## src/include/resv_reg_pkg.sv

```systemverilog
// constants for the key registration command block
package resv_reg_pkg;
  // ----------------------------------------
  // command dword 10 fields
  // ----------------------------------------
  localparam int PSC_HI = 31;
  localparam int PSC_LO = 30;
  localparam int SKIP_BIT = 3;
  localparam int ACT_HI = 2;
  localparam int ACT_LO = 0;
  // ----------------------------------------
  // encodings
  // ----------------------------------------
  localparam logic [1:0] PSC_NONE = 2'h0;
  localparam logic [1:0] PSC_RSVD = 2'h1;
  localparam logic [1:0] PSC_CLEAR = 2'h2;
  localparam logic [1:0] PSC_SET = 2'h3;
  localparam logic [2:0] ACT_REGISTER = 3'h0;
  localparam logic [2:0] ACT_UNREGISTER = 3'h1;
  localparam logic [2:0] ACT_REPLACE = 3'h2;
  // ----------------------------------------
  // completion status codes
  // ----------------------------------------
  localparam logic [7:0] ST_SUCCESS = 8'h00;
  localparam logic [7:0] ST_INVALID_FIELD = 8'h02;
  localparam logic [7:0] ST_CONFLICT = 8'h83;
  // ----------------------------------------
  // key structure layout in bits, persistence reset value and page-list descriptor code
  // ----------------------------------------
  localparam int CUR_KEY_LO = 0;
  localparam int NEW_KEY_LO = 64;
  localparam int KEY_W = 64;
  localparam int STRUCT_W = 128;
  localparam logic PERSIST_RESET = 1'b0;
  localparam logic [1:0] DESC_PAGE_LIST = 2'h0;
  // ----------------------------------------
  // register offsets
  // ----------------------------------------
  localparam logic [3:0] REG_STATUS = 4'h0;
  localparam logic [3:0] REG_MASK = 4'h4;
  localparam logic [3:0] REG_STATE = 4'h8;
endpackage

```

## src/rtl/resv_reg_cmd.sv

```systemverilog
// key registration command interpreter with persistence state and completion
`timescale 1ns/1ps
// Summary of operation
// command parameters come from dword 10; key structure fetched from host memory
// page-list transfers use only first and second page-list entries
// scatter-gather transfers use only the first scatter-gather entry
// dword 10 bits 29:4 and other fields are reserved and ignored
// 128-bit buffer pointer locates the host buffer for the key structure
// persistence change 00b leaves state alone; 01b is reserved
// persistence change 10b clears persistence state to zero
// persistence change 11b sets persistence state to one
// with saveable support, change both current and saveable values
// skip_key_check bit makes key-checking actions skip the comparison
// registration action field selects the operation
// 000b register, 001b unregister, 010b replace, others reserved
// current key is bytes 7:0, used by unregister and replace
// new key is bytes 15:8, used by register and replace
// completion entry with status posted to the associated completion queue
// reserved persistence or action encodings complete with invalid field
module resv_reg_cmd #(
  parameter bit SAVEABLE = 1'b1
) (
  // clock and reset
  input wire logic CLK,
  input wire logic RESET,
  // command from the submission side
  input wire logic CMD_VALID,
  input wire logic [31:0] CMD_DW10,
  input wire logic [127:0] CMD_PTR,
  input wire logic [1:0] CMD_DESC,
  input wire logic [15:0] CMD_ID,
  input wire logic [15:0] CMD_QID,
  output logic CMD_READY,
  // host memory fetch of the key structure
  output logic FETCH_REQ,
  output logic [63:0] FETCH_ADDR1,
  output logic [63:0] FETCH_ADDR2,
  output logic FETCH_USE2,
  input wire logic FETCH_DONE,
  input wire logic [127:0] FETCH_DATA,
  // key store of the namespace
  output logic KEY_OP,
  output logic [2:0] KEY_ACTION,
  output logic KEY_SKIP_CHECK,
  output logic [63:0] KEY_CUR,
  output logic [63:0] KEY_NEW,
  input wire logic KEY_DONE,
  input wire logic KEY_OK,
  // completion queue entry
  output logic CPL_VALID,
  output logic [15:0] CPL_ID,
  output logic [15:0] CPL_QID,
  output logic [7:0] CPL_STATUS,
  input wire logic CPL_READY,
  // persistence state
  output logic PERSIST_CUR,
  output logic PERSIST_SAVE,
  // register port
  input wire logic [3:0] REG_ADDR,
  input wire logic [31:0] REG_WDATA,
  input wire logic REG_WR,
  input wire logic REG_RD,
  output logic [31:0] REG_RDATA,
  // interrupt
  output logic IRQ
);
  // ----------------------------------------
  // registers: 0 status (w1c), 4 mask, 8 state
  // ----------------------------------------
  localparam logic [3:0] A_STATUS = resv_reg_pkg::REG_STATUS;
  localparam logic [3:0] A_MASK = resv_reg_pkg::REG_MASK;
  localparam logic [3:0] A_STATE = resv_reg_pkg::REG_STATE;

  // ----------------------------------------
  // command state
  // ----------------------------------------
  typedef enum logic [2:0] {IDLE, FETCH, KEYOP, POST} phase_t;

  typedef struct packed {
    phase_t phase;
    logic cmd_ready;
    logic [31:0] dw10;
    logic fetch_req;
    logic [63:0] addr1;
    logic [63:0] addr2;
    logic use2;
    logic key_op;
    logic [2:0] action;
    logic skip;
    logic [63:0] cur_key;
    logic [63:0] new_key;
    logic cpl_valid;
    logic [15:0] cpl_id;
    logic [15:0] cpl_qid;
    logic [7:0] status;
    logic persist_cur;
    logic persist_save;
    logic [2:0] irq_status;
    logic [2:0] irq_mask;
    logic [31:0] rdata;
    logic irq;
  } state_t;

  state_t s;
  state_t next_s;

  logic [1:0] psc;
  logic bad_field;
  logic [2:0] ev;
  logic [63:0] ptr_first;
  logic [63:0] ptr_second;
  logic [63:0] data_cur;
  logic [63:0] data_new;

  // pointer entries and key structure halves
  assign ptr_first = CMD_PTR[63:0];
  assign ptr_second = CMD_PTR[127:64];
  assign data_cur = FETCH_DATA[resv_reg_pkg::CUR_KEY_LO +: resv_reg_pkg::KEY_W];
  assign data_new = FETCH_DATA[resv_reg_pkg::NEW_KEY_LO +: resv_reg_pkg::KEY_W];

  // ----------------------------------------
  // next state
  // ----------------------------------------
  always_comb begin
    next_s = s;
    ev = 3'h0;
    psc = s.dw10[resv_reg_pkg::PSC_HI:resv_reg_pkg::PSC_LO];
    // reserved encodings
    bad_field = (psc == resv_reg_pkg::PSC_RSVD) ||
                (s.dw10[resv_reg_pkg::ACT_HI:resv_reg_pkg::ACT_LO] > resv_reg_pkg::ACT_REPLACE);
    next_s.rdata = 32'h0000_0000;
    case (s.phase)
      IDLE: begin
        next_s.cmd_ready = 1'b1;
        if (CMD_VALID && s.cmd_ready) begin
          next_s.cmd_ready = 1'b0;
          // latch dword 10
          next_s.dw10 = CMD_DW10;
          next_s.cpl_id = CMD_ID;
          next_s.cpl_qid = CMD_QID;
          // pointer gives host buffer
          next_s.addr1 = ptr_first;
          if (CMD_DESC == resv_reg_pkg::DESC_PAGE_LIST) begin
            // two page-list entries
            next_s.addr2 = ptr_second;
            next_s.use2 = 1'b1;
          end else begin
            // first scatter-gather entry
            next_s.addr2 = 64'h0000_0000_0000_0000;
            next_s.use2 = 1'b0;
          end
          next_s.fetch_req = 1'b1;
          next_s.phase = FETCH;
        end
      end
      FETCH: begin
        next_s.fetch_req = 1'b0;
        if (FETCH_DONE) begin
          // only fields 31:30, 3, 2:0 are decoded
          // select action
          next_s.action = s.dw10[resv_reg_pkg::ACT_HI:resv_reg_pkg::ACT_LO];
          // skip comparison
          next_s.skip = s.dw10[resv_reg_pkg::SKIP_BIT];
          // current key for unregister and replace
          next_s.cur_key = 64'h0000_0000_0000_0000;
          if (!s.dw10[resv_reg_pkg::SKIP_BIT] &&
              s.dw10[resv_reg_pkg::ACT_HI:resv_reg_pkg::ACT_LO] != resv_reg_pkg::ACT_REGISTER)
            next_s.cur_key = data_cur;
          // new key for register and replace
          next_s.new_key = 64'h0000_0000_0000_0000;
          if (s.dw10[resv_reg_pkg::ACT_HI:resv_reg_pkg::ACT_LO] != resv_reg_pkg::ACT_UNREGISTER)
            next_s.new_key = data_new;
          if (bad_field) begin
            next_s.status = resv_reg_pkg::ST_INVALID_FIELD;
            next_s.cpl_valid = 1'b1;
            next_s.phase = POST;
          end else begin
            // valid action reaches key store
            next_s.key_op = 1'b1;
            next_s.phase = KEYOP;
          end
        end
      end
      KEYOP: begin
        next_s.key_op = 1'b0;
        if (KEY_DONE) begin
          if (KEY_OK) begin
            next_s.status = resv_reg_pkg::ST_SUCCESS;
            // persistence change
            if (psc == resv_reg_pkg::PSC_CLEAR || psc == resv_reg_pkg::PSC_SET) begin
              next_s.persist_cur = psc[0];
              // saveable copy follows
              if (SAVEABLE)
                next_s.persist_save = psc[0];
            end
          end else begin
            next_s.status = resv_reg_pkg::ST_CONFLICT;
          end
          next_s.cpl_valid = 1'b1;
          next_s.phase = POST;
        end
      end
      POST: begin
        // post completion
        if (CPL_READY) begin
          next_s.cpl_valid = 1'b0;
          ev[0] = 1'b1;
          ev[1] = (s.status != resv_reg_pkg::ST_SUCCESS);
          ev[2] = (s.status == resv_reg_pkg::ST_SUCCESS) && (psc[1] == 1'b1);
          next_s.phase = IDLE;
        end
      end
      default: next_s.phase = IDLE;
    endcase
    // register access; set wins over clear
    if (REG_WR && REG_ADDR == A_STATUS)
      next_s.irq_status = s.irq_status & ~REG_WDATA[2:0];
    if (REG_WR && REG_ADDR == A_MASK)
      next_s.irq_mask = REG_WDATA[2:0];
    next_s.irq_status = next_s.irq_status | ev;
    if (REG_RD) begin
      case (REG_ADDR)
        A_STATUS: next_s.rdata = {29'h0, s.irq_status};
        A_MASK: next_s.rdata = {29'h0, s.irq_mask};
        A_STATE: next_s.rdata = {27'h0, s.phase, s.persist_save, s.persist_cur};
        default: next_s.rdata = 32'h0000_0000;
      endcase
    end
    next_s.irq = |(next_s.irq_status & next_s.irq_mask);
  end

  always_ff @(posedge CLK) begin
    if (RESET) begin
      s <= '0;
      s.phase <= IDLE;
      s.persist_cur <= resv_reg_pkg::PERSIST_RESET;
      s.persist_save <= resv_reg_pkg::PERSIST_RESET;
    end else begin
      s <= next_s;
    end
  end

  // ----------------------------------------
  // outputs
  // ----------------------------------------
  assign CMD_READY = s.cmd_ready;
  assign FETCH_REQ = s.fetch_req;
  assign FETCH_ADDR1 = s.addr1;
  assign FETCH_ADDR2 = s.addr2;
  assign FETCH_USE2 = s.use2;
  assign KEY_OP = s.key_op;
  assign KEY_ACTION = s.action;
  assign KEY_SKIP_CHECK = s.skip;
  assign KEY_CUR = s.cur_key;
  assign KEY_NEW = s.new_key;
  assign CPL_VALID = s.cpl_valid;
  assign CPL_ID = s.cpl_id;
  assign CPL_QID = s.cpl_qid;
  assign CPL_STATUS = s.status;
  assign PERSIST_CUR = s.persist_cur;
  assign PERSIST_SAVE = s.persist_save;
  assign REG_RDATA = s.rdata;
  assign IRQ = s.irq;
endmodule

```

## config.mk

```make
export PLATFORM = sky130hd
export DESIGN_NAME = resv_reg_cmd
export DESIGN_NICKNAME = d
export VERILOG_FILES = /design/src/include/resv_reg_pkg.sv /design/src/rtl/resv_reg_cmd.sv
export SDC_FILE = /design/constraint.sdc
export NUM_CORES = 1
export LEC_CHECK = 0
export CORE_AREA = 3 3 277 279
export CTS_BUF_LIST = sky130_fd_sc_hd__clkbuf_4
export DETAILED_ROUTE_END_ITERATION = 6
export DIE_AREA = 0 0 280 282
export DONT_BUFFER_PORTS = 1
export SKIP_LAST_GASP = 1
export SLEW_MARGIN = 0
export SYNTH_ARGS = -nofsm -noshare
export SYNTH_HDL_FRONTEND = slang
export SYNTH_SLANG_ARGS = --single-unit
```

## constraint.sdc

```tcl
create_clock -name CLK -period 2.43 [get_ports CLK]
set_input_delay 0 -clock CLK [delete_from_list [all_inputs] [get_ports CLK]]
set_output_delay 0 -clock CLK [all_outputs]
set_load 0.02 [all_outputs]
```

==> metrics.md, run 1 <==
| Metric | Value |
|---|---|
| CP Capture Type | `flop` |
| Area grow syn2layout | `31.6%` |
| Synth cell types | `40` |
| Cells on worst reg2reg path | `7` |
| Buf/Inv on CP | `3` |
| DRC | `0` |
| Reg-to-Reg Start | `s[378]$_SDFFE_PP0P_` |
| DP Cell Count | `approximately 2.1k` |
| GRT met1 Usage | `9.92%` |
| Max Clock Freq | `399 MHz` |
| Leak | `0.00637 uW` |
| Grt peak-use layer | `met2` |
| Comb pwr share | `8.6%` |
| Placer congestion estimate | `0.784` |
| Post-synthesis cell count | `1,492` |
| GR Util met2 | `18.3%` |
| Gr ovfl total | `0` |
| Layout cells sized above 1 | `10.3%` |
| Setup CP Type | `in2reg` |
| Synth warnings | `0` |
| Worst skew pair latency | `a little under 0.8 ns` |
| Crit. path cell count | `7` |
| Int Pwr | `8570 uW` |
| CP most frequent cell | `dlygate4sd3_1` |
| Routed wire length | `45,200 microns` |
| Largest net degree at the start of global routing | `252` |
| Final setup fails | `2` |
| Psw | `a little over 3000 uW` |
| Setup_tns | `-0.123 ns` |
| Max-cap violations | `0` |
| Clk pwr share | `a little over two fifths` |
| Num CTS Buffers | `87` |
| DP HPWL | `27,200 microns` |
| Routed len/inst | `16.9 microns` |
| Via Count | `10.7k` |
| Hold Vio Cnt, Final | `between 200 and 300` |
| Fin cells | `between 2k and 3k` |
| Crit. Startpoint | `REG_ADDR[1]` |
| Pre-Repair DR Iteration Count | `5` |
| CP Max Fanout | `4` |
| Starting Density | `between 10% and 20%` |
| Switch share | `between 20% and 30%` |
| Cell family with most CP delay | `buffers and inverters` |
| Slowest CP cell | `dlygate4sd3_1` |
| Slowest cell delay on critical path | `0.62 ns` |
| GR met3 Demand/Resource | `4.56%` |
| Iter 0 DRT Violations | `542` |
| Final Cycle Share | `103%` |
| Crit path cell chain | `dlygate4sd3_1 -> or4b_4 -> o21ai_0 -> a21oi_1 -> dlygate4sd3_1 -> dlygate4sd3_1 -> a221o_1` |
| Vias in the first global route | `10.8k` |
| Status | `finished, violations left` |
| WP data required | `a little over 3 ns` |
| Die width | `280 microns` |
| Via density | `4.01` |
| First-pass GRT wire length | `63,300 microns` |
| Average cell area after synthesis | `about 8.9 sq um` |
| Total track usage | `10.4%` |
| R2R Setup Slk | `between 0.1 and 0.15 ns` |
| Final ANT Viol Nets | `0` |
| Crit path DAT | `3.15 ns` |
| VDD IR max | `around 310 uV` |
| Tightest Hold Check Type | `in2reg` |
| Sink Count | `320` |
| Nature of the critical path startpoint | `input pin` |
| Violated checks | `negative hold slack, negative setup slack` |
| WHS | `-0.679 ns` |
| Initial antenna violation count | `10` |
| Worst setup margin | `-0.0755 ns` |
| # port buffers | `0` |
| Worst-Margin Slew | `just over 0.7 ns` |
| Area of the mapped netlist | `13,300 sq um` |
| Slew HR | `52.9%` |
| Clk_skew | `between 0.03 and 0.04 ns` |
| Setup crit end | `IRQ$_SDFF_PP0_` |
| Filler cells | `7,843` |
| Root Buffer | `clkbuf_4` |
| FF-to-FF End | `CPL_STATUS[0]$_SDFFE_PP0P_` |
| Pwr per Cell Area | `665 nW/um^2` |
| Fin nets | `~2k` |
| Max Slew Vio Count | `0` |
| Register area share after synthesis | `48.1%` |
| Chip height | `around 280 microns` |
| CTS tree | `done` |
| Sequential fraction of design power | `48.7%` |
| Clock transition at path regs | `0.07 ns` |
| # IOs | `707` |
| Row count | `100` |
| Clk buf depth | `3` |
| FF+latch count, synth | `between 300 and 400` |
| Core Box Area | `approximately 74,000 sq um` |
| Die ar. | `79,000 sq um` |
| H-tree levels | `3` |
| Fin crit period | `2.51 ns` |
==> how the worst min path moves through the flow <==
stage,startpoint,endpoint,slack (ns),depth (start not counted)
2_1_floorplan,CMD_PTR[94],FETCH_ADDR2[30]$_SDFFE_PP0P_,0.13,1
3_3_place_gp,RESET,FETCH_REQ$_SDFFE_PP0P_,0.10,1
3_5_place_dp,RESET,FETCH_REQ$_SDFFE_PP0P_,0.10,1
4_1_cts,RESET,FETCH_ADDR1[38]$_SDFFE_PP0P_,-0.88,1
5_1_grt,RESET,FETCH_ADDR1[38]$_SDFFE_PP0P_,-0.82,1
6_report,RESET,KEY_OP$_SDFFE_PP0P_,-0.68,1
==> power by group through the flow <==
stage	Clock, uW	Combinational, uW	Sequential (uW)
2_1_floorplan	0	768	5560
4_1_cts	5180	966	5670
3_5_place_dp	0	459	5790
6_report	4980	1000	5670
3_3_place_gp	0	452	5790
5_1_grt	5510	1080	5680
==> per-stage QoR <==
stage | setup slack (ns) | instance area [sq um] | total power (uW) | utilization, %
finish | -0.0755 | 17500 | 11700 | 23.5
floorplan | 0.695 | 13400 | 6330 | -
detailed placement | 0.470 | 12100 | 6250 | 16.2
global placement | 0.451 | 12100 | 6240 | 16.2
global route | -0.0679 | 17500 | 12300 | 23.5
CTS | 0.0152 | 17300 | 11800 | 23.3
==> worst reg2reg max path, delay by kind of cell (launching register included) <==
| family | cells | cell delay (ns) |
|---|---|---|
| fa+ha+maj | 1 | 0.30 |
| compound gates | 1 | 0.20 |
| flops | 1 | 0.38 |
| buf+inv | 3 | 1.20 |
| simple gates | 2 | 0.13 |
==> timing repair <==
item / in CTS / in global routing
endpoints found under the setup margin: 0 / 23
gates resized for setup: 0 / 5
setup buffers: 0 / 4
hold endpoints to repair: 319 / 304
hold buffers: 417 / 8
==> flip-flops by register name (all words and copies together), names as in the netlist <==
| signal | flops |
|---|---|
| CPL_ID | 16 |
| REG_RDATA | 5 |
| CPL_VALID | 1 |
| PERSIST_SAVE | 1 |
| CPL_STATUS | 2 |
| KEY_SKIP_CHECK | 1 |
| FETCH_REQ | 1 |
| KEY_CUR | 64 |
| psc | 2 |
| FETCH_ADDR2 | 64 |
| CPL_QID | 16 |
| FETCH_ADDR1 | 64 |
| KEY_OP | 1 |
| FETCH_USE2 | 1 |
| IRQ | 1 |
| KEY_NEW | 64 |
| s | 12 |
| CMD_READY | 1 |
| KEY_ACTION | 3 |
==> cell usage after synthesis <==
cell type  count  area [sq um]
a21o_1         4          30.0
o2111ai_1      1          8.76
buf_2         32           160
nor3_1         4          20.0
and2_1         8          50.1
a221o_1        1          10.0
or4b_4         1          13.8
nand2b_1       1          6.26
nor4b_1        1          8.76
o31ai_1        2          15.0
nand3_1        7          35.0
a22oi_1      128           961
a21oi_1      114           571
nor2_1       132           495
nor3_2         1          10.0
a21boi_0       1          7.51
nor4b_2        1          15.0
nor4_1         3          18.8
buf_1          6          22.5
o21ai_0        8          40.0
nor2b_1        5          31.3
and3_1         3          18.8
a221oi_1       2          17.5
a31oi_1        2          12.5
clkbuf_1      55           206
buf_4        332          2490
a22o_1        64           561
mux2i_1        4          40.0
conb_1         1          3.75
a32o_1         2          20.0
ha_1           6          75.1
a21oi_2        1          8.76
a211oi_1       1          7.51
inv_1         11          41.3
nand4_1        1          6.26
nand2_1      223           837
o21a_1         1          7.51
a311oi_1       1          8.76
o31ai_2        1          12.5
dfxtp_1      320          6410
==> layout make-up <==
type	instances	area [sq um]	share of cell area, %
flip-flops and latches	320	6410	36.6
repair buffers	447	4560	26.0
multi-input cells	768	4180	23.8
well taps	969	1210	6.92
clock buffers	128	961	5.48
clock inverters	21	158	0.900
inverters	11	41.3	0.236
diodes	5	12.5	0.0714
==> cell usage in the layout (no fill, tap or decap), types with 8 or more instances in the layout <==
cell / instances
dlygate4sd3_1: 425
dfxtp_1: 319
nand2_1: 222
nor2_1: 131
a22oi_1: 128
clkbuf_4: 128
a21oi_1: 114
a22o_1: 64
conb_1: 33
buf_4: 12
inv_1: 11
and2_1: 8
o21ai_0: 8
clkinv_1: 8
buf_12: 8
==> routing by layer <==
| metal | vias up | part of all wire, % |
|---|---|---|
| met5 | - | 0.062 |
| met4 | 6 | 4.7 |
| met3 | 110 | 11 |
| met2 | 579 | 50 |
| met1 | 5015 | 34 |
| li1 | 4991 | - |
==> kinds of logic (layout without fill, tap and decap cells) <==
group	Yosys count	after routing	share of synthesized area, %
fa+ha+maj	6	6	0.564
flops	320	320	48.1
compound gates	334	334	17.3
buf+inv	436	607	22.0
simple gates	391	391	11.8
other cells	1	38	0.0282
mux	4	4	0.301
(Power assumes the default switching activity.)
==> run 2: changes to the inputs <==
--- a/config.mk
+++ b/config.mk
@@ -5,6 +5,7 @@
 export SDC_FILE = /design/constraint.sdc
 export NUM_CORES = 1
 export LEC_CHECK = 0
+export ABC_AREA = 1
 export CORE_AREA = 3 3 277 279
 export CTS_BUF_LIST = sky130_fd_sc_hd__clkbuf_4
 export DETAILED_ROUTE_END_ITERATION = 6
==> run 2 against run 1 <==
Against the previous run: the flow now stops in clock tree synthesis; area after synthesis is 6.5% higher; synthesized cell count up 21%.
==> metrics.md, run 2 <==
| Metric | Value |
|---|---|
| # port buffers | `0 (unchanged)` |
| DP HPWL | `30,900 microns (+14%)` |
| Average cell area after synthesis | `7.85 sq um (-12%)` |
| Root Buffer | `clkbuf_4` |
| First Err | `[ERROR RSZ-0060] Max buffer count reached.` |
| Yosys top cell area share | `45.2% (-3.0 points)` |
| Share of async-settable or async-resettable flops after synthesis | `0% (unchanged)` |
| Status | `stopped before the end` |
| Hold bufs inserted after CTS | `510 (+22%)` |
| Synth area leaders | `dfxtp_1 (45%), buf_4 (18%), o21ai_0 (8.3%)` |
| Register area share after synthesis | `45.2% (-3.0 points)` |
| Sink Count | `320 (unchanged)` |
| Fail Step | `clock tree synthesis` |
| Placer congestion estimate | `0.812 (+3.6%)` |
| Post-CTS Resized | `0 (unchanged)` |
| Chip height | `282 microns (unchanged)` |
| Number of synthesized flops with an enable pin | `0 (unchanged)` |
| Cell taking the most area after synthesis | `dfxtp_1` |
| Main flop type after synthesis | `dfxtp_1` |
| FF+latch count, synth | `320 (unchanged)` |
| Area of the mapped netlist | `14,200 sq um (+6.5%)` |
| H-tree levels | `3 (unchanged)` |
| Synth cell types | `26 (-35%)` |
| DP Cell Count | `2,399 (+15%)` |
| Post-synthesis cell count | `1,807 (+21%)` |
| Clk buf depth | `3 (unchanged)` |
| Most common cell in the netlist | `buf_4` |
| Post-synth top cells | `buf_4 (334), dfxtp_1 (320), o21ai_0 (235)` |
| Starting Density | `19.1% (+1.2 points)` |
| Synth warnings | `0 (unchanged)` |
| Die width | `280 microns (unchanged)` |
| Post-CTS Setup Inserts | `0 (unchanged)` |
| Num CTS Buffers | `85 (-2.3%)` |
| # IOs | `707 (unchanged)` |
| Row count | `100 (unchanged)` |
-- run 2: cell types whose count changed after synthesis, sizes merged, moves of 43 or more --
cell	delta
nand3	+140
nand2	-43
o21ai	+234
a22oi	-128
a22o	-64
inv	+87
nor2	+85
-- run 2: cells by family after synthesis --
| kind of cell | after synthesis | synth area share, % |
|---|---|---|
| adder cells (fa/ha/maj) | 6 | 0.529 |
| AO/OA/AOI/OAI | 387 | 13.7 |
| buffers and inverters | 540 | 24.4 |
| flip-flops | 320 | 45.2 |
| other | 1 | 0.0264 |
| AND/OR/NAND/NOR | 553 | 16.2 |
-- run 2: metrics by stage --
step           hold WS (ns)  instance area (sq um)  worst slack (ns)
2_1_floorplan         0.135                  14300             0.910
3_3_place_gp         0.0983                  12900             0.456
3_5_place_dp          0.100                  12900             0.406
==> run 3: changes to the inputs <==
--- a/config.mk
+++ b/config.mk
@@ -6,11 +6,11 @@
 export NUM_CORES = 1
 export LEC_CHECK = 0
 export ABC_AREA = 1
-export CORE_AREA = 3 3 277 279
-export CTS_BUF_LIST = sky130_fd_sc_hd__clkbuf_4
+export CORE_AREA = 3 3 273 275
 export DETAILED_ROUTE_END_ITERATION = 6
-export DIE_AREA = 0 0 280 282
+export DIE_AREA = 0 0 276 278
 export DONT_BUFFER_PORTS = 1
+export PLACE_DENSITY_LB_ADDON = 0.15
 export SKIP_LAST_GASP = 1
 export SLEW_MARGIN = 0
 export SYNTH_ARGS = -nofsm -noshare
==> run 3 against run 2 <==
Against the previous run: the run now ends clean; area after synthesis is the same; synthesized cell count is the same.
==> metrics.md, run 3 <==
| Metric | Value |
|---|---|
| Pwr per Cell Area | `between 900 and 1000 nW/um^2` |
| Max-cap violations | `0` |
| CP Max Fanout | `4` |
| Tightest Hold Check Type | `in2reg` |
| Die width | `276 microns (-1.4%)` |
| Sink Count | `320 (unchanged)` |
| Routed len/inst | `16.6 microns` |
| Iter 0 DRT Violations | `approximately 450` |
| Synth warnings | `0 (unchanged)` |
| Design Power | `16,400 uW` |
| Worst-Margin Slew | `0.697 ns` |
| Cells on worst reg2reg path | `9` |
| Crit path DAT | `2.90 ns` |
| DP HPWL | `31,600 microns (+2.1%)` |
| # port buffers | `0 (unchanged)` |
| Slew HR | `53.6%` |
| Clk_skew | `0.00884 ns` |
| Synth area leaders | `dfxtp_1 (45%), buf_4 (18%), o21ai_0 (8.3%)` |
| Clock transition at path regs | `0.06 ns` |
| Pre-Repair DR Iteration Count | `4` |
| Hold Vio Cnt, Final | `0` |
| Max Clock Freq | `413 MHz` |
| Via density | `3.95` |
| Cell taking the most area after synthesis | `dfxtp_1` |
| FF+latch count, synth | `320 (unchanged)` |
| Layout cells sized above 1 | `5.56%` |
| Commonest non-fill, non-tap cell in the layout | `dlygate4sd3_1` |
| Number of synthesized flops with an enable pin | `0 (unchanged)` |
| Fin cells | `~2.8k` |
| Area of the mapped netlist | `14,200 sq um (unchanged)` |
| Synth cell types | `26 (unchanged)` |
| Setup_tns | `0 ns` |
| Area grow syn2layout | `24.1%` |
| Status | `completed` |
| Placer congestion estimate | `0.769 (-5.2%)` |
| Starting Density | `19.5% (+0.49 points)` |
| Register area share after synthesis | `45.2% (unchanged)` |
| Gr ovfl total | `0` |
| Yosys top cell area share | `45.2% (unchanged)` |
| CTS tree | `done` |
| DP Cell Count | `2,373 (-1.1%)` |
| Final setup fails | `0` |
| Most common cell in the netlist | `buf_4` |
| Post-synth top cells | `buf_4 (334), dfxtp_1 (320), o21ai_0 (235)` |
| Total track usage | `11.3%` |
| VDD IR max | `523 uV` |
| Final ANT Viol Nets | `0` |
| Setup CP Type | `in2reg` |
| Average cell area after synthesis | `7.85 sq um (unchanged)` |
| Largest net degree at the start of global routing | `106` |
| Worst skew pair latency | `0.53 ns` |
| Chip height | `278 microns (-1.4%)` |
| Share of async-settable or async-resettable flops after synthesis | `0% (unchanged)` |
| Slowest CP cell | `dlygate4sd3_1` |
| Main flop type after synthesis | `dfxtp_1` |
| Vias in the first global route | `~11k` |
| Slowest cell delay on critical path | `around 0.62 ns` |
| Nature of the critical path startpoint | `input pin` |
| RSZ-0062 raised after global routing | `yes` |
| Crit path cell chain | `dlygate4sd3_1 -> nor2_2 -> nand2_1 -> dlygate4sd3_1 -> inv_1 -> nand3_1 -> dlygate4sd3_1 -> a31oi_1 -> dlygate4sd3_1` |
| Die ar. | `~77,000 sq um` |
| DP Worst Slack | `0.395 ns (-0.0109 ns)` |
| Leak | `a little over 0.007 uW` |
| Hold Path Stages | `3` |
| Via Count | `11.0k` |
| Final Cycle Share | `99.6%` |
| Num CTS Buffers | `40 (-53%)` |
| Cell family with most CP delay | `buffers and inverters` |
| Row count | `99 (-1.0%)` |
| Most frequent cells in the layout | `dlygate4sd3_1 (342), dfxtp_1 (319), o21ai_0 (235)` |
| Fin nets | `2,178` |
| Finished Core Util | `about a quarter` |
| First-pass GRT wire length | `69,600 microns` |
| CP Capture Type | `flop` |
| Fin crit period | `2.42 ns` |
| Routed wire length | `46,300 microns` |
| Initial antenna violation count | `1` |
| Buf/Inv on CP | `5` |
| Max Slew Vio Count | `0` |
| WP data required | `2.91 ns` |
| Post-synthesis cell count | `1,807 (unchanged)` |
| H-tree levels | `2 (-1)` |
| Root Buffer | `clkbuf_16` |
| Core Box Area | `~73,000 sq um` |
| # IOs | `707 (unchanged)` |
| Worst setup margin | `0.00955 ns` |
| CP most frequent cell | `dlygate4sd3_1` |
| Clk buf depth | `3 (unchanged)` |
| DRC | `0` |
| Crit. path cell count | `9` |
==> run 3: cell counts after synthesis <==
No cell type changed its count.
==> run 3: through the flow <==
step,instance area (sq um),hold slack [ns]
2_1_floorplan,14300,0.135
3_3_place_gp,12700,0.121
3_5_place_dp,12700,0.126
4_1_cts,17500,0.0881
5_1_grt,17600,0.111
6_report,17600,0.140
==> run 3: final cells by class <==
cell class | count | area (sq um)
fill | 7985 | 55000
sequential | 320 | 6410
multi-input combinational | 979 | 4470
timing repair buffer | 366 | 3780
tap | 959 | 1200
clock buffer | 56 | 1160
inverter | 98 | 377
clock inverter | 14 | 200
antenna | 1 | 2.50
==> run 3: logic make-up after synthesis <==
group	count (synthesis)	share of synthesized area (%)
and+or+nand+nor	553	16.2
buffers and inverters	540	24.4
AOI/OAI and AO/OA	387	13.7
DFF	320	45.2
adders and majority gates	6	0.529
other	1	0.0264
==> run 3: layer usage <==
layer	wire length [microns]	track usage [%]	part of all wire, %	vias up
met5	0	0	0	-
met4	980	3.17	2.1	0
met3	3900	4.12	8.4	59
met2	23100	19.8	50	427
met1	18400	12.9	40	5097
li1	-	-	-	5460
==> run 3: path summary, 6_finish.rpt <==
path / start / to / slack, ns
worst max-delay path: REG_ADDR[3] / s[38]$_SDFF_PP0_ / 0.01
worst min-delay path: CMD_PTR[1] / FETCH_ADDR1[1]$_SDFFE_PP0P_ / 0.14
worst max register to register: s[379]$_SDFFE_PP0P_ / FETCH_ADDR2[18]$_SDFFE_PP0P_ / 0.16
worst min register to register: psc[1]$_SDFFE_PP0P_ / psc[1]$_SDFFE_PP0P_ / 0.52
==> run 3: worst register-to-register path, delay by kind of cell, from the launching register on <==
| kind | cells | cell delay [ns] |
|---|---|---|
| AND/OR/NAND/NOR | 2 | 0.25 |
| adder cells (fa/ha/maj) | 1 | 0.27 |
| AO/OA/AOI/OAI | 1 | 0.24 |
| buffers and inverters | 5 | 1.11 |
| flip-flops | 1 | 0.35 |
==> run 3: report_power, final <==
| part | internal (uW) | total, uW | switching [uW] |
|---|---|---|---|
| Combinational | 1050 | 2740 | 1680 |
| Clock | 3850 | 6190 | 2340 |
| Sequential | 5990 | 7490 | 1500 |
| Total | 10900 | 16400 | 5520 |
==> run 3: what timing repair did <==
item | CTS | global route
hold buffers | 343 | 0
endpoints found under the setup margin | 0 | 8
buffers inserted | 0 | 5
resized for setup | 0 | 6
hold endpoints to repair | 319 | 0
